## src/lin_regs_pkg.sv

```systemverilog
// lin_regs_pkg: offsets, field positions, reset values and carrier types for the lin register bank
// assumes: every design file of the bank refers to these by package::name
package lin_regs_pkg;
	localparam logic [7:0] off_data_first = 8'h00;
	localparam logic [7:0] off_data_last = 8'h07;
	localparam logic [7:0] off_frame_control = 8'h08;
	localparam logic [7:0] off_frame_status = 8'h09;
	localparam logic [7:0] off_error_flags = 8'h0a;
	localparam logic [7:0] off_frame_length_checksum = 8'h0b;
	localparam logic [7:0] off_baud_divider_low = 8'h0c;
	localparam logic [7:0] off_baud_multiplier = 8'h0d;
	localparam logic [7:0] off_frame_identifier = 8'h0e;
	// control bit positions
	localparam int bit_stop = 7;
	localparam int bit_sleep = 6;
	localparam int bit_frame_direction = 5;
	localparam int bit_data_request_ack = 4;
	localparam int bit_clear_interrupt_cmd = 3;
	localparam int bit_clear_errors_cmd = 2;
	localparam int bit_wake_request = 1;
	localparam int bit_start_request = 0;
	// status bit positions
	localparam int st_active = 7;
	localparam int st_idle_timeout = 6;
	localparam int st_abort = 5;
	localparam int st_data_request = 4;
	localparam int st_interrupt_pending = 3;
	localparam int st_error = 2;
	localparam int st_wakeup = 1;
	localparam int st_done = 0;
	localparam logic [7:0] reset_byte = 8'h00;
	localparam logic [7:0] error_mask = 8'h1f;
	localparam logic [3:0] length_mask = 4'hf;
	localparam logic [3:0] length_max = 4'h8;
	localparam logic mode_master = 1'b1;
	localparam int fifo_width = 8;
	localparam int fifo_depth = 16;

	// one processor access on the indirect port pair
	typedef struct packed {
		logic wr;
		logic rd;
		logic [7:0] wdata;
	} cpu_access_t;

	// events reported by the frame engine
	typedef struct packed {
		logic frame_done;
		logic frame_error;
		logic sync_break;
		logic sleep_frame;
		logic idle_timeout;
		logic wakeup_seen;
		logic data_request;
		logic interrupt;
		logic [4:0] error_bits;
	} engine_event_t;
endpackage

```

## src/byte_fifo.sv

```systemverilog
// byte_fifo: synchronous fifo with valid/ready on both sides
// assumes: single clock, asynchronous active-high reset
`timescale 1ns/1ps
`default_nettype none
module byte_fifo #(
	parameter int width = 8,
	parameter int depth = 16
) (
	// clock and reset
	input wire logic clk,
	input wire logic rst,
	// fill side
	input wire logic in_valid,
	output logic in_ready,
	input wire logic [width-1:0] in_data,
	// drain side
	output logic out_valid,
	input wire logic out_ready,
	output logic [width-1:0] out_data
);
	localparam int aw = $clog2(depth);
	logic [width-1:0] mem [depth];
	logic [aw-1:0] wptr_reg;
	logic [aw-1:0] rptr_reg;
	logic [aw:0] count_reg;
	wire push = in_valid && in_ready;
	wire pop = out_valid && out_ready;
	assign in_ready = (count_reg != (aw+1)'(depth));
	assign out_valid = (count_reg != '0);
	assign out_data = mem[rptr_reg];

	always_ff @(posedge clk) begin
		if (push) begin
			mem[wptr_reg] <= in_data;
		end
	end

	always_ff @(posedge clk or posedge rst) begin
		if (rst) begin
			wptr_reg <= '0;
			rptr_reg <= '0;
			count_reg <= '0;
		end else begin
			if (push) begin
				wptr_reg <= wptr_reg + 1'b1;
			end
			if (pop) begin
				rptr_reg <= rptr_reg + 1'b1;
			end
			count_reg <= count_reg + (aw+1)'(push) - (aw+1)'(pop);
		end
	end

	a_fifo_no_overflow: assert property (@(posedge clk) disable iff (rst)
		count_reg <= (aw+1)'(depth))
		else $error("fifo accepts while full");
endmodule
`default_nettype wire

```

## src/lin_ctrl_data_regs.sv

```systemverilog
// lin_ctrl_data_regs: indirect control/data register bank of the lin controller
// assumes: processor accesses arrive on the indirect address/data pair in clk domain;
// the frame engine reports events as one-cycle pulses and takes commands as one-cycle pulses
`timescale 1ns/1ps
`default_nettype none
// Functional notes
// - each access to the indirect data port reaches the register chosen by the indirect address.
// - the mode bit selects master when 1 and slave when 0 and resets to master.
// - master-only control bits act only in master mode while bits that are neither master-only nor slave-only work in both modes.
// - slave-only control and status bits act and read only in slave mode.
// - in slave mode writing 1 to bit 7 halts frame processing until the next sync break and it reads 0.
// - in slave mode the sleep bit puts the node asleep on a sleep frame or idle timeout and clearing it wakes on wakeup.
// - control bit 5 picks transmit when 1 and receive when 0 for the current frame.
// - software sets bit 4 to acknowledge a data request and the controller clears it itself.
// - writing 1 to bit 3 clears the pending interrupt flag and the bit reads 0.
// - writing 1 to bit 2 clears all error bits in status and error registers and reads 0.
// - setting bit 1 sends a wakeup on the bus and the controller then clears it.
// - in master mode setting bit 0 starts a frame and it clears on completion or error.
// - the done flag clears when a transmission starts and sets when it finishes; only a start request in master mode clears it, nothing clears it in slave mode.
module lin_ctrl_data_regs (
	// clock and reset
	input wire logic clk,
	input wire logic rst,
	// indirect processor port
	input wire logic [7:0] indirect_address_port,
	input wire lin_regs_pkg::cpu_access_t cpu,
	output logic [7:0] indirect_data_port,
	// mode select from the control mode register
	input wire logic mode_master_sel,
	// frame engine events
	input wire lin_regs_pkg::engine_event_t evt,
	// frame engine commands
	output logic start_pulse,
	output logic wake_pulse,
	output logic stop_pulse,
	output logic ack_pulse,
	output logic frame_direction,
	output logic sleep_state,
	output logic halted,
	output logic [3:0] data_length,
	output logic enhanced_checksum_sel,
	output logic [7:0] baud_divider_low,
	output logic [7:0] baud_multiplier,
	output logic [7:0] frame_identifier,
	// transmit byte stream, byte 1 first
	output logic tx_valid,
	input wire logic tx_ready,
	output logic [7:0] tx_data,
	// receive byte stream, byte 1 first
	input wire logic rx_valid,
	output logic rx_ready,
	input wire logic [7:0] rx_data
);
	// ----------------------------------------------------------------
	// decode
	// ----------------------------------------------------------------
	logic [7:0] data_reg [8];
	logic mode_reg;
	logic sleep_reg, dir_reg, ack_reg, wake_reg, start_reg;
	logic [7:0] status_reg, status_next;
	logic [4:0] error_reg, error_next;
	logic [7:0] size_reg, div_reg, mul_reg, id_reg;
	logic halted_reg, sleep_state_reg;
	logic start_pulse_reg, wake_pulse_reg, stop_pulse_reg, ack_pulse_reg;
	logic [7:0] rdata_reg;
	logic [3:0] load_idx_reg, load_left_reg;
	logic [3:0] fill_idx_reg;
	logic filling_reg;

	wire logic [7:0] wd = cpu.wdata;
	wire logic sel_data = (indirect_address_port <= lin_regs_pkg::off_data_last);
	wire logic [2:0] data_idx = indirect_address_port[2:0];
	wire logic wr_data = cpu.wr && sel_data;
	wire logic wr_ctrl = cpu.wr && (indirect_address_port == lin_regs_pkg::off_frame_control);
	wire logic wr_size = cpu.wr && (indirect_address_port == lin_regs_pkg::off_frame_length_checksum);
	wire logic wr_div = cpu.wr && (indirect_address_port == lin_regs_pkg::off_baud_divider_low);
	wire logic wr_mul = cpu.wr && (indirect_address_port == lin_regs_pkg::off_baud_multiplier);
	wire logic wr_id = cpu.wr && (indirect_address_port == lin_regs_pkg::off_frame_identifier);
	wire logic is_master = mode_reg == lin_regs_pkg::mode_master;
	wire logic is_slave = !is_master;
	// master-only and slave-only command gating
	wire logic cmd_start = wr_ctrl && wd[lin_regs_pkg::bit_start_request] && is_master;
	wire logic cmd_stop = wr_ctrl && wd[lin_regs_pkg::bit_stop] && is_slave;
	wire logic cmd_ack = wr_ctrl && wd[lin_regs_pkg::bit_data_request_ack] && is_slave;
	wire logic cmd_wake = wr_ctrl && wd[lin_regs_pkg::bit_wake_request];
	wire logic cmd_clr_int = wr_ctrl && wd[lin_regs_pkg::bit_clear_interrupt_cmd];
	wire logic cmd_clr_err = wr_ctrl && wd[lin_regs_pkg::bit_clear_errors_cmd];
	wire logic [3:0] len_clip = (size_reg[3:0] > lin_regs_pkg::length_max) ?
		lin_regs_pkg::length_max : (size_reg[3:0] & lin_regs_pkg::length_mask);
	wire logic active_evt = evt.sync_break;

	// control readback: stop and the clear commands read zero, slave bits hidden in master mode
	wire logic [7:0] ctrl_rd = {1'b0, sleep_reg && is_slave, dir_reg, ack_reg && is_slave,
		1'b0, 1'b0, wake_reg, start_reg && is_master};
	wire logic [7:0] slave_st_mask = is_slave ? 8'hff : 8'h8f;
	wire logic [7:0] rd_mux =
		sel_data ? data_reg[data_idx] :
		(indirect_address_port == lin_regs_pkg::off_frame_control) ? ctrl_rd :
		(indirect_address_port == lin_regs_pkg::off_frame_status) ? (status_reg & slave_st_mask) :
		(indirect_address_port == lin_regs_pkg::off_error_flags) ? {3'h0, error_reg} :
		(indirect_address_port == lin_regs_pkg::off_frame_length_checksum) ? size_reg :
		(indirect_address_port == lin_regs_pkg::off_baud_divider_low) ? div_reg :
		(indirect_address_port == lin_regs_pkg::off_baud_multiplier) ? mul_reg :
		(indirect_address_port == lin_regs_pkg::off_frame_identifier) ? id_reg :
		lin_regs_pkg::reset_byte;

	// ----------------------------------------------------------------
	// status and error flags: hardware set beats software clear
	// ----------------------------------------------------------------
	always_comb begin
		status_next = status_reg;
		error_next = error_reg;
		if (cmd_clr_int) begin
			status_next[lin_regs_pkg::st_interrupt_pending] = 1'b0;
		end
		if (cmd_clr_err) begin
			status_next[lin_regs_pkg::st_error] = 1'b0;
			error_next = '0;
		end
		if (cmd_start) begin
			status_next[lin_regs_pkg::st_done] = 1'b0;
		end
		if (cmd_stop) begin
			status_next[lin_regs_pkg::st_abort] = 1'b1;
		end
		if (active_evt) begin
			status_next[lin_regs_pkg::st_active] = 1'b1;
		end
		if (evt.frame_done || evt.frame_error) begin
			status_next[lin_regs_pkg::st_active] = 1'b0;
		end
		if (evt.frame_done) begin
			status_next[lin_regs_pkg::st_done] = 1'b1;
		end
		if (evt.idle_timeout && is_slave) begin
			status_next[lin_regs_pkg::st_idle_timeout] = 1'b1;
		end
		if (cmd_ack) begin
			status_next[lin_regs_pkg::st_data_request] = 1'b0;
		end
		if (evt.data_request && is_slave) begin
			status_next[lin_regs_pkg::st_data_request] = 1'b1;
		end
		if (evt.wakeup_seen || cmd_wake) begin
			status_next[lin_regs_pkg::st_wakeup] = 1'b1;
		end
		if (evt.interrupt) begin
			status_next[lin_regs_pkg::st_interrupt_pending] = 1'b1;
		end
		if (evt.frame_error) begin
			status_next[lin_regs_pkg::st_error] = 1'b1;
			error_next = error_next | (evt.error_bits & lin_regs_pkg::error_mask[4:0]);
		end
	end

	// ----------------------------------------------------------------
	// registers
	// ----------------------------------------------------------------
	always_ff @(posedge clk or posedge rst) begin
		if (rst) begin
			mode_reg <= lin_regs_pkg::mode_master;
			sleep_reg <= 1'b0;
			dir_reg <= 1'b0;
			size_reg <= lin_regs_pkg::reset_byte;
			div_reg <= lin_regs_pkg::reset_byte;
			mul_reg <= lin_regs_pkg::reset_byte;
			id_reg <= lin_regs_pkg::reset_byte;
			status_reg <= lin_regs_pkg::reset_byte;
			error_reg <= '0;
			rdata_reg <= lin_regs_pkg::reset_byte;
		end else begin
			mode_reg <= mode_master_sel;
			status_reg <= status_next;
			error_reg <= error_next;
			if (cpu.rd || cpu.wr) begin
				rdata_reg <= rd_mux;
			end
			if (wr_ctrl) begin
				dir_reg <= wd[lin_regs_pkg::bit_frame_direction];
				if (is_slave) begin
					sleep_reg <= wd[lin_regs_pkg::bit_sleep];
				end
			end
			if (wr_size) begin
				size_reg <= wd;
			end
			if (wr_div) begin
				div_reg <= wd;
			end
			if (wr_mul) begin
				mul_reg <= wd;
			end
			if (wr_id) begin
				id_reg <= wd;
			end
		end
	end

	// self-clearing command bits and one-cycle command pulses
	always_ff @(posedge clk or posedge rst) begin
		if (rst) begin
			start_reg <= 1'b0;
			wake_reg <= 1'b0;
			ack_reg <= 1'b0;
			start_pulse_reg <= 1'b0;
			wake_pulse_reg <= 1'b0;
			stop_pulse_reg <= 1'b0;
			ack_pulse_reg <= 1'b0;
		end else begin
			start_pulse_reg <= cmd_start;
			wake_pulse_reg <= cmd_wake;
			stop_pulse_reg <= cmd_stop;
			ack_pulse_reg <= cmd_ack;
			if (cmd_start) begin
				start_reg <= 1'b1;
			end else if (evt.frame_done || evt.frame_error) begin
				start_reg <= 1'b0;
			end
			if (cmd_wake) begin
				wake_reg <= 1'b1;
			end else if (wake_pulse_reg) begin
				wake_reg <= 1'b0;
			end
			if (cmd_ack) begin
				ack_reg <= 1'b1;
			end else if (ack_pulse_reg) begin
				ack_reg <= 1'b0;
			end
		end
	end

	// halt and sleep state of the slave
	always_ff @(posedge clk or posedge rst) begin
		if (rst) begin
			halted_reg <= 1'b0;
			sleep_state_reg <= 1'b0;
		end else begin
			if (cmd_stop) begin
				halted_reg <= 1'b1;
			end else if (evt.sync_break) begin
				halted_reg <= 1'b0;
			end
			if (is_slave && sleep_reg && (evt.sleep_frame || evt.idle_timeout)) begin
				sleep_state_reg <= 1'b1;
			end else if ((!sleep_reg && evt.wakeup_seen) || cmd_wake) begin
				sleep_state_reg <= 1'b0;
			end
		end
	end

	// ----------------------------------------------------------------
	// data byte buffers and streams
	// ----------------------------------------------------------------
	// the fifo decouples byte fetch from the bit engine; bytes load on each transmit start or transmit-direction ack
	logic load_valid;
	logic load_ready;
	assign load_valid = (load_left_reg != 4'h0);

	byte_fifo #(
		.width(lin_regs_pkg::fifo_width),
		.depth(lin_regs_pkg::fifo_depth)
	) tx_fifo (
		.clk(clk),
		.rst(rst),
		.in_valid(load_valid),
		.in_ready(load_ready),
		.in_data(data_reg[load_idx_reg[2:0]]),
		.out_valid(tx_valid),
		.out_ready(tx_ready),
		.out_data(tx_data)
	);

	wire logic load_push = load_valid && load_ready;
	wire logic rx_take = rx_valid && filling_reg && (fill_idx_reg < len_clip);
	// a direction written together with the start bit must steer this very frame
	wire logic dir_now = wr_ctrl ? wd[lin_regs_pkg::bit_frame_direction] : dir_reg;
	wire logic tx_frame = cmd_start ? dir_now : 1'b0;
	wire logic fill_start = (cmd_start && !dir_now) || (evt.data_request && is_slave && !dir_now);

	always_ff @(posedge clk or posedge rst) begin
		if (rst) begin
			load_idx_reg <= 4'h0;
			load_left_reg <= 4'h0;
			fill_idx_reg <= 4'h0;
			filling_reg <= 1'b0;
		end else begin
			if (tx_frame || (cmd_ack && dir_now)) begin
				load_idx_reg <= 4'h0;
				load_left_reg <= len_clip;
			end else if (load_push) begin
				load_idx_reg <= load_idx_reg + 4'h1;
				load_left_reg <= load_left_reg - 4'h1;
			end
			if (fill_start) begin
				fill_idx_reg <= 4'h0;
				filling_reg <= 1'b1;
			end else if (rx_take) begin
				fill_idx_reg <= fill_idx_reg + 4'h1;
			end else if (evt.frame_done || evt.frame_error) begin
				filling_reg <= 1'b0;
			end
		end
	end

	always_ff @(posedge clk) begin
		for (int i = 0; i < 8; i++) begin
			if (rst) begin
				data_reg[i] <= lin_regs_pkg::reset_byte;
			end else if (rx_take && fill_idx_reg[2:0] == 3'(i)) begin
				data_reg[i] <= rx_data;
			end else if (wr_data && data_idx == 3'(i)) begin
				data_reg[i] <= wd;
			end
		end
	end

	assign rx_ready = filling_reg && (fill_idx_reg < len_clip);

	// ----------------------------------------------------------------
	// outputs
	// ----------------------------------------------------------------
	assign indirect_data_port = rdata_reg;
	assign start_pulse = start_pulse_reg;
	assign wake_pulse = wake_pulse_reg;
	assign stop_pulse = stop_pulse_reg;
	assign ack_pulse = ack_pulse_reg;
	assign frame_direction = dir_reg;
	assign sleep_state = sleep_state_reg;
	assign halted = halted_reg;
	assign data_length = size_reg[3:0];
	assign enhanced_checksum_sel = size_reg[7];
	assign baud_divider_low = div_reg;
	assign baud_multiplier = mul_reg;
	assign frame_identifier = id_reg;

	// ----------------------------------------------------------------
	// checks
	// ----------------------------------------------------------------
	a_start_master_only: assert property (@(posedge clk) disable iff (rst)
		start_pulse_reg |-> $past(mode_reg) == lin_regs_pkg::mode_master)
		else $error("start issued outside master mode");
	a_stop_slave_only: assert property (@(posedge clk) disable iff (rst)
		stop_pulse_reg |-> $past(mode_reg) != lin_regs_pkg::mode_master)
		else $error("stop issued outside slave mode");
	a_stop_halts: assert property (@(posedge clk) disable iff (rst)
		stop_pulse_reg |-> halted_reg)
		else $error("stop did not halt processing");
	a_clear_int: assert property (@(posedge clk) disable iff (rst)
		(cmd_clr_int && !evt.interrupt) |=> !status_reg[lin_regs_pkg::st_interrupt_pending])
		else $error("interrupt flag not cleared");
	a_clear_err: assert property (@(posedge clk) disable iff (rst)
		(cmd_clr_err && !evt.frame_error) |=> (error_reg == '0))
		else $error("error flags not cleared");
	a_wake_selfclear: assert property (@(posedge clk) disable iff (rst)
		(cmd_wake ##1 !cmd_wake) |=> !wake_reg)
		else $error("wake request did not self-clear");
	a_start_clears: assert property (@(posedge clk) disable iff (rst)
		(evt.frame_done && !cmd_start) |=> !start_reg && status_reg[lin_regs_pkg::st_done])
		else $error("start request not cleared on completion");
	a_done_on_start: assert property (@(posedge clk) disable iff (rst)
		(cmd_start && !evt.frame_done) |=> !status_reg[lin_regs_pkg::st_done])
		else $error("done flag not cleared at start");
	a_pulse_one_cycle: assert property (@(posedge clk) disable iff (rst)
		!cmd_start |=> !start_pulse_reg)
		else $error("command pulse longer than one cycle");
endmodule
`default_nettype wire

```

## config.mk

```make
export PLATFORM = sky130hd
export DESIGN_NAME = lin_ctrl_data_regs
export DESIGN_NICKNAME = d
export VERILOG_FILES = /design/src/lin_regs_pkg.sv /design/src/byte_fifo.sv /design/src/lin_ctrl_data_regs.sv
export SDC_FILE = /design/constraint.sdc
export NUM_CORES = 1
export LEC_CHECK = 0
export BUFFER_PORTS_ARGS = -buffer_cell sky130_fd_sc_hd__buf_4
export CORE_MARGIN = 10
export CORE_UTILIZATION = 50
export CTS_BUF_LIST = sky130_fd_sc_hd__clkbuf_4
export CTS_CLUSTER_DIAMETER = 200
export DETAILED_ROUTE_END_ITERATION = 8
export PLACE_DENSITY = 0.71
export RECOVER_POWER = 100
export SYNTH_ARGS = -nofsm -noshare
export SYNTH_HDL_FRONTEND = slang
export SYNTH_SLANG_ARGS = --single-unit
```

## constraint.sdc

```tcl
create_clock -name clk -period 5.8 [get_ports clk]
set_input_delay 0.29 -clock clk [delete_from_list [all_inputs] [get_ports clk]]
set_output_delay 0.29 -clock clk [all_outputs]
set_load 0.03 [all_outputs]
```

==> results of run 1 <==
-- cell usage in the layout (no fill, tap or decap), types with 11 or more instances in the layout --
cell type      count
clkbuf_4         113
dlygate4sd3_1     34
nor2b_1           11
a22o_1            34
nand3_1           12
dfrtp_1           88
nand2_1           89
mux2i_1           50
o21ai_0           16
buf_4             40
mux4_2            72
ha_1              23
clkbuf_1          63
inv_1             25
mux2_2            33
edfxtp_1         192
a21oi_1           26
nor2_1            40
xnor2_1           11
-- worst max-delay path, cell delays in order --
cell and delay, ns:
dlygate4sd3_1 0.53, clkbuf_1 0.43, inv_4 0.73, clkbuf_1 1.81
-- metal layers --
layer	global-route usage (%)	vias to the layer above	wire, um
met5	0	-	0
met4	7.54	0	812
met3	4.57	77	2490
met2	32.7	379	16400
met1	25.5	4320	13600
li1	-	3832	-
-- stage by stage --
stage          hold slack (ns)  utilization [%]  power (mW)
6_report                0.0904             58.3        6.51
2_1_floorplan            0.294                -        4.35
3_5_place_dp             0.400             54.6        4.96
3_3_place_gp             0.399             54.6        4.92
4_1_cts                 0.0202             59.5        6.68
5_1_grt                 0.0885             58.3        6.89
-- power groups by stage --
| stage | registers (mW) | logic (mW) | clock network [mW] |
|---|---|---|---|
| CTS | 3.01 | 1.93 | 1.74 |
| floorplan | 2.85 | 1.50 | 0 |
| detailed placement | 3.05 | 1.91 | 0 |
| finish | 3.01 | 1.81 | 1.69 |
| global route | 3.06 | 2.00 | 1.84 |
| global placement | 3.04 | 1.88 | 0 |
-- cell type report --
class / instances / area share [%]
antenna: 1 / 0.0164
clock buffer: 111 / 5.46
clock inverter: 17 / 0.639
inverter: 26 / 0.656
multi-input combinational: 536 / 32.1
sequential: 282 / 52.5
tap: 335 / 2.75
timing repair buffer: 139 / 5.84
-- final timing paths --
check / startpoint / end / slack (ns)
max in group clk: size_reg[3] / data_reg[7][1] / 2.23
min reg2reg: status_reg[6] / status_reg[6] / 0.47
max reg2reg: size_reg[3] / data_reg[7][1] / 2.23
max: rst / halted / 2.23
min: rx_valid / fill_idx_reg[3] / 0.09
min in group asynchronous: rst / indirect_data_port[4] / 0.77
-- logic make-up (layout without fill, tap and decap cells) --
group / Yosys count / after routing
mux: 164 / 164
fa+ha+maj: 24 / 24
xor+xnor: 17 / 17
flops: 282 / 282
compound gates: 123 / 123
other cells: 0 / 1
buf+inv: 87 / 293
simple gates: 208 / 208
==> impl_results.md, run 1 <==
- Outcome: complete, but fails checks
- Failing checks: max-capacitance violations, max-slew violations
- Internal power: 4.38 mW
- Req. time, crit path: 6.05 ns
- Reg area: 8020 um^2
- Dpl cell area: 14300 um^2
- Worst slew margin: -63.2%
- Mapped cell area: 13400 um^2
- Routed len/inst: 23.0 um
- Main area contributors after synthesis: edfxtp_1 43%, dfrtp_1 17%, mux4_2 12%, mux2i_1 3.7%, mux2_2 3.5%
- Post-synth top cells: 192 x edfxtp_1, 89 x dfrtp_1, 89 x nand2_1
- GRT Util Overall: 20.0%
- Commonest register cell after synthesis: edfxtp_1
- CTS buffer count: 73
- Clock power share: between 20% and 30%
- Final setup viols: 0
- # IOs: 98
- CP Class: input port to async pin
- Via Count: between 8000 and 9000
- Die Y: 184 um
- Worst reg2reg path depth: 8
- Syn Area/Cell: approximately 15 um^2
- Clock-pin slew on the worst setup and hold paths: 0.06 ns
- Fin crit period: 3.57 ns
- Vias in the first global route: 9120
- Initial Utilization: 51.1%
- Clock Sinks: around 280
- Multi-input logic area: 4900 um^2
- Hold buffer count at cts: 34
- Crit start category: input port
- Chip width: 184 um
- RSZ-0062 raised after global routing: no
- Sw Pwr: 2.13 mW
- Gpl congestion: between 0.8 and 0.9
- Yosys cell types: 57
- Root buf cell: clkbuf_4
- Sequential power share: 46.2%
- Final Cell Area: 15300 um^2
- Ys async rst share: approximately a third
- Worst skew pair latency: ~0.70 ns
- EDFF count, synth: 192
- Layout Nets: 1126
- Compound-Gate Fraction of Synth Area: between 6 and 7%
- Largest family of logic cells by synthesized area: multiplexers
- Simple-Gate Fraction of Synth Area: 7.86%
- DR iter-0 viols: approximately 700
- XOR/XNOR share of the synthesized area: 1.11%
- Post-CTS Setup Bufs: 0
- CTS tree: built
- Top-count cell post-synth: edfxtp_1
- Total gr overflow: 0
- Port Buffers: 97
- Logic pwr share: about 28%
- Largest net degree at the start of global routing: 61
- FP Rows: 59
- First-pass GRT wire length: 52400 um
- Initial antenna violation count: 1
- Flops & latches, synth: 282
- Worst Path Arrival: 3.83 ns
- Least-Margin Pin Slew: 2.45 ns
- Post-Syn Instances: between 900 and 1000
- Max Cap Viol: 3
- Mux share of post-synthesis cell area: 19.4%
- Vias per Instance: 5.95
- Pre-Repair DR Iteration Count: 5
- Leak: around 5.9 nW
- Placed cell count: about 1300
- Power Density: 426 nW/um^2
- Fin crit share: about 62%
- Switching Share: 32.7%
- Warning count from the yosys run: 0
- Layout area overhead: 14.1%
- Pre-CTS setup slack: 2.90 ns
- Layout cells sized above 1: 24.4%
- CTS H-Tree Depth: 3
- CTS Buffer Depth: 3
- Max Slew Vio Count: 94
- Setup ws final: about 2.2 ns
- Hold WC Path Type: input port to flop
- Post-Route WL: 33300 um
- Adder-Cell Fraction of Synth Area: 2.30%
- Drt drc: 0
- Dpl hpwl: around 23000 um
- Crit end category: async pin
- # fillers: 2112
- Final Hold Fails: 0
- Core ar.: 26200 um^2
- Syn_nets: 973
- Post-synthesis sequential area ratio: about three fifths
- Top-area cell type share of the netlist area: 43.1%
- # resized after CTS: 0
- Leading area contributor after synthesis: edfxtp_1
- Antenna-violating nets left: 0
- Setup TNS: 0 ns
- Worst Hold Path Cells: 5
- Number of flip-flops in the largest register: 128
- Crit Path Max Fanout: 60
- Non-Filler Instances: 1447
- Fmax: 0.280 GHz
- Clk_skew: 0.0491 ns
- Die area: 33700 um^2
- VDD IR max: 169 uV
(Power assumes the default switching activity.)
==> run 2: changes to the inputs <==
--- a/config.mk
+++ b/config.mk
@@ -11,7 +11,7 @@
 export CTS_BUF_LIST = sky130_fd_sc_hd__clkbuf_4
 export CTS_CLUSTER_DIAMETER = 200
 export DETAILED_ROUTE_END_ITERATION = 8
-export PLACE_DENSITY = 0.71
+export PLACE_DENSITY = 0.74
 export RECOVER_POWER = 100
 export SYNTH_ARGS = -nofsm -noshare
 export SYNTH_HDL_FRONTEND = slang
==> constraint.sdc (replaced) <==
create_clock -name clk -period 3.2 [get_ports clk]
set_input_delay 0.16 -clock clk [delete_from_list [all_inputs] [get_ports clk]]
set_output_delay 0.16 -clock clk [all_outputs]
set_load 0.03 [all_outputs]
==> impl_results.md, run 2 (synthesis gave the netlist of run 1 again) <==
- GRT Util Overall: approximately a fifth
- Dpl hpwl: 22500 um
- Power Density: 771 nW/um^2
- Fmax: 0.337 GHz
- Root buf cell: clkbuf_4
- Layout area overhead: 17.0%
- CTS tree: built
- Setup TNS: 0 ns
- Post-layout util: about three fifths
- FP Rows: 59
- Final setup viols: 0
- # IOs: 98
- Initial Utilization: 51.1%
- Fin crit period: around 3 ns
- Chip width: 184 um
- Gpl congestion: 0.862
- Layout cells sized above 1: 25.7%
- Pre-Repair DR Iteration Count: 5
- Fin crit share: 92.7%
- CTS Buffer Depth: 3
- Overall power: 12.1 mW
- Max Cap Viol: 1
- Initial antenna violation count: 3
- First-pass GRT wire length: 51900 um
- Crit end category: primary output
- Worst slew margin: -12.5%
- Number of flip-flops in the largest register: approximately 130
- CTS buffer count: 73
- Crit Path Max Fanout: 16
- Leak: 6.08 nW
- Die area: ~34000 um^2
- VDD IR max: 363 uV
- Final Hold Fails: 0
- Outcome: complete, but fails checks
- Least-Margin Pin Slew: 1.69 ns
- Commonest non-fill, non-tap cell in the layout: edfxtp_1
- Routed len/inst: 22.0 um
- Max Slew Vio Count: 69
- Worst skew pair latency: between 0.6 and 0.7 ns
- Clk_skew: 0.0512 ns
- Port Buffers: 97
- Worst Hold Path Cells: 5
- Clock-pin slew on the worst setup and hold paths: roughly 0.06 ns
- CP Class: flop to primary output
- Hold WC Path Type: input port to flop
- CTS H-Tree Depth: 3
- Vias in the first global route: 9261
- Via Count: 8683
- Antenna-violating nets left: 0
- RSZ-0062 raised after global routing: no
- Clock Sinks: 282
- Most frequent cells in the layout: 192 x edfxtp_1, 111 x clkbuf_4, 89 x nand2_1
- Drt drc: 0
- Crit start category: flop
- Post-CTS Setup Bufs: 0
- Die Y: 184 um
- WHS: 0.100 ns
- DR iter-0 viols: 680
- Worst Path Arrival: 2.81 ns
- Post-Route WL: around 33000 um
- Req. time, crit path: 3.04 ns
- Total gr overflow: 0
- # fillers: 2052
- Largest net degree at the start of global routing: 69
- Worst reg2reg path depth: 10
- Layout Nets: 1162
- Core ar.: 26200 um^2
- Reg-to-reg slack, setup: 0.30 ns
- Vias per Instance: just under 6
- Failing checks: max-capacitance violations, max-slew violations
-- run 2: critical path, stage by stage, from the launching register on --
cell	delay, ns
dfrtp_2	0.65
buf_12	0.24
mux4_2	0.56
mux4_2	0.49
buf_2	0.20
-- run 2: final cells by class --
cell class                      count  area (um^2)  share of cell area [%]
Inverter                           26          100                   0.640
Sequential cell                   282         8020                    51.3
Multi-Input combinational cell    536         4940                    31.6
Tap cell                          335          419                    2.68
Clock buffer                      110          826                    5.28
Antenna cell                        2         5.00                  0.0320
Timing Repair Buffer              175         1190                    7.64
Clock inverter                     18          144                   0.920
-- run 2: worst paths after layout --
kind | endpoint | start
max | tx_data[7] | tx_fifo.rptr_reg[0]
max reg2reg | data_reg[6][0] | size_reg[3]
min | indirect_data_port[1] | indirect_address_port[7]
min reg2reg | status_reg[6] | status_reg[6]
max in group asynchronous | halted | rst
min in group asynchronous | load_idx_reg[0] | rst
-- run 2: where the power goes --
group / total (mW) / internal, mW / switching, mW
combinational: 3.50 / 1.51 / 1.98
sequential: 5.35 / 4.93 / 0.420
clock: 3.21 / 1.74 / 1.47
total: 12.1 / 8.19 / 3.87
-- run 2: layer usage --
| metal | GRT usage, % | share of wire, % |
|---|---|---|
| met1 | 24.6 | 40 |
| met3 | 4.43 | 7.7 |
| met2 | 32.3 | 49 |
| met4 | 8.10 | 3.0 |
| met5 | 0 | 0 |
-- run 2: timing repair --
| item | CTS | global route |
|---|---|---|
| endpoints found under the setup margin | 0 | 0 |
| hold endpoints to repair | 152 | 0 |
| gates resized for setup | 0 | 0 |
| hold buffers | 51 | 0 |
-- run 2: metrics by stage --
step,setup WS [ns],cells,cell area (um^2)
global route,0.0225,1484,15600
CTS,0.140,1482,15900
detailed placement,0.373,1303,14500
finish,0.232,1484,15600
floorplan,0.107,905,13400
global placement,0.520,1303,14500
==> run 3: changes to the inputs <==
--- a/config.mk
+++ b/config.mk
@@ -12,7 +12,6 @@
 export CTS_CLUSTER_DIAMETER = 200
 export DETAILED_ROUTE_END_ITERATION = 8
 export PLACE_DENSITY = 0.74
-export RECOVER_POWER = 100
 export SYNTH_ARGS = -nofsm -noshare
 export SYNTH_HDL_FRONTEND = slang
 export SYNTH_SLANG_ARGS = --single-unit
==> impl_results.md, run 3 (synthesis gave the netlist of run 1 again) <==
- Most frequent cells in the layout: 192 x edfxtp_1, 123 x buf_4, 110 x clkbuf_4
- Chip width: 184 um
- CTS H-Tree Depth: 3
- Clock Sinks: 282
- Drt drc: 0
- DR iter-0 viols: between 700 and 800
- Crit Path Max Fanout: 16
- Layout area overhead: 19.2%
- Routed len/inst: 22.0 um
- Worst slew margin: 33.5%
- Pre-Repair DR Iteration Count: 5
- FP Rows: 59
- CP Class: flop to primary output
- Slowest cell on crit path: dfrtp_2
- CTS buffer count: 73
- Power Density: 764 nW/um^2
- Vias in the first global route: 9261
- Setup TNS: 0 ns
- Fmax: 0.338 GHz
- Non-Filler Instances: 1484
- Port Buffers: 97
- Fin crit share: roughly 90%
- Initial antenna violation count: 3
- Critical path's top delay family: multiplexers
- Antenna-violating nets left: 0
- Outcome: completed
- Placed cell count: 1303
- Max Cap Viol: 0
- Max Slew Vio Count: 0
- Core ar.: 26200 um^2
- Die area: between 30000 and 40000 um^2
- Critical Path Max Stage Delay: 0.65 ns
- Largest net degree at the start of global routing: 69
- Die Y: between 150 and 200 um
- Buf/Inv on CP: 2
- CTS tree: built
- Hold WC Path Type: input port to flop
- Layout cells sized above 1: 32.2%
- Most used cell along the critical path: mux4_2
- Initial Utilization: 51.1%
- Layout Nets: 1162
- Final Hold Fails: 0
- Fin crit period: 2.96 ns
- Req. time, crit path: 3.04 ns
- Gpl congestion: around 0.86
- GRT Util Overall: 19.6%
- First-pass GRT wire length: about 52000 um
- Via Count: 8677
- Crit start category: flop
- VDD IR max: 367 uV
- Crit end category: primary output
- RSZ-0062 raised after global routing: no
- Number of flip-flops in the largest register: 128
- Worst skew pair latency: 0.69 ns
- Root buf cell: clkbuf_4
- Leak: 6.35 nW
- Post-layout util: 60.9%
- Commonest non-fill, non-tap cell in the layout: edfxtp_1
- Least-Margin Pin Slew: 0.998 ns
- Post-Route WL: 32600 um
- Clock-pin slew on the worst setup and hold paths: 0.06 ns
- CP cell instances: buf_12 -> mux4_2 -> mux4_2 -> buf_4
- # IOs: 98
- # resized after CTS: 0
- CTS Buffer Depth: 3
- Dpl hpwl: 22500 um
- Total gr overflow: 0
- Worst Path Arrival: 2.80 ns
- Vias per Instance: 5.85
- Clk_skew: between 0.04 and 0.05 ns
- Final setup viols: 0
## run 3: cell types whose count changed in the layout (fill, tap and decap cells not counted), sizes merged
cell	previous run	this run
buf	55	124
clkbuf	179	110
## run 3: path summary, 6_finish.rpt
path                            slack (ns)  cells after the start               to                      from
worst max-delay path                  0.24                      4       tx_data[7]       tx_fifo.rptr_reg[0]
worst min-delay path                  0.05                      4  frame_direction  indirect_address_port[7]
worst max register to register        0.35                      7   data_reg[4][3]               size_reg[3]
worst min register to register        0.47                      1    status_reg[6]             status_reg[6]
max in group asynchronous             1.72                      4        ack_pulse                       rst
min in group asynchronous             0.24                      3  load_idx_reg[0]                       rst
## run 3: worst register-to-register path, cell delays in order (launching register included)
cell	delay (ns)
dfrtp_1	0.42
inv_1	0.17
nand2_1	0.10
ha_1	0.30
a21oi_1	0.12
o21ai_1	0.17
a21oi_1	0.84
a211o_1	0.39
## run 3: power by group
group          internal (mW)  switching [mW]
registers               4.92           0.421
logic                   1.64            2.00
clock network           1.74            1.47
total                   8.30            3.88
## run 3: stage by stage
stage | hold slack, ns | setup slack (ns) | power, mW | area, um^2
CTS | 0.00380 | 0.140 | 12.3 | 15900
global placement | 0.269 | 0.520 | 8.95 | 14500
detailed placement | 0.271 | 0.373 | 9.05 | 14500
global route | 0.0275 | 0.0405 | 12.9 | 16000
finish | 0.0542 | 0.240 | 12.2 | 16000
floorplan | 0.164 | 0.107 | 7.89 | 13400
## run 3: metal layers
metal  GRT usage (%)  vias up  wire [um]  part of all wire, %
li1                -     3882          -                    -
met1            24.6     4354      13100                   40
met2            32.3      370      16100                   49
met3            4.43       71       2430                  7.4
met4            8.10        0        923                  2.8
met5               0        -          0                    0
## run 3: timing repair
| item | in CTS | in global routing |
|---|---|---|
| hold buffers | 51 | 0 |
| hold endpoints to repair | 152 | 0 |
| endpoints found under the setup margin | 0 | 0 |
| buffers inserted | 0 | 0 |
## run 3: cell type report
class	instances	area (um^2)
multi-input cells	536	4980
repair buffers	175	1450
diodes	2	5.00
clock buffers	110	826
flip-flops and latches	282	8020
inverters	26	100
well taps	335	419
clock inverters	18	144
fillers	1954	10300
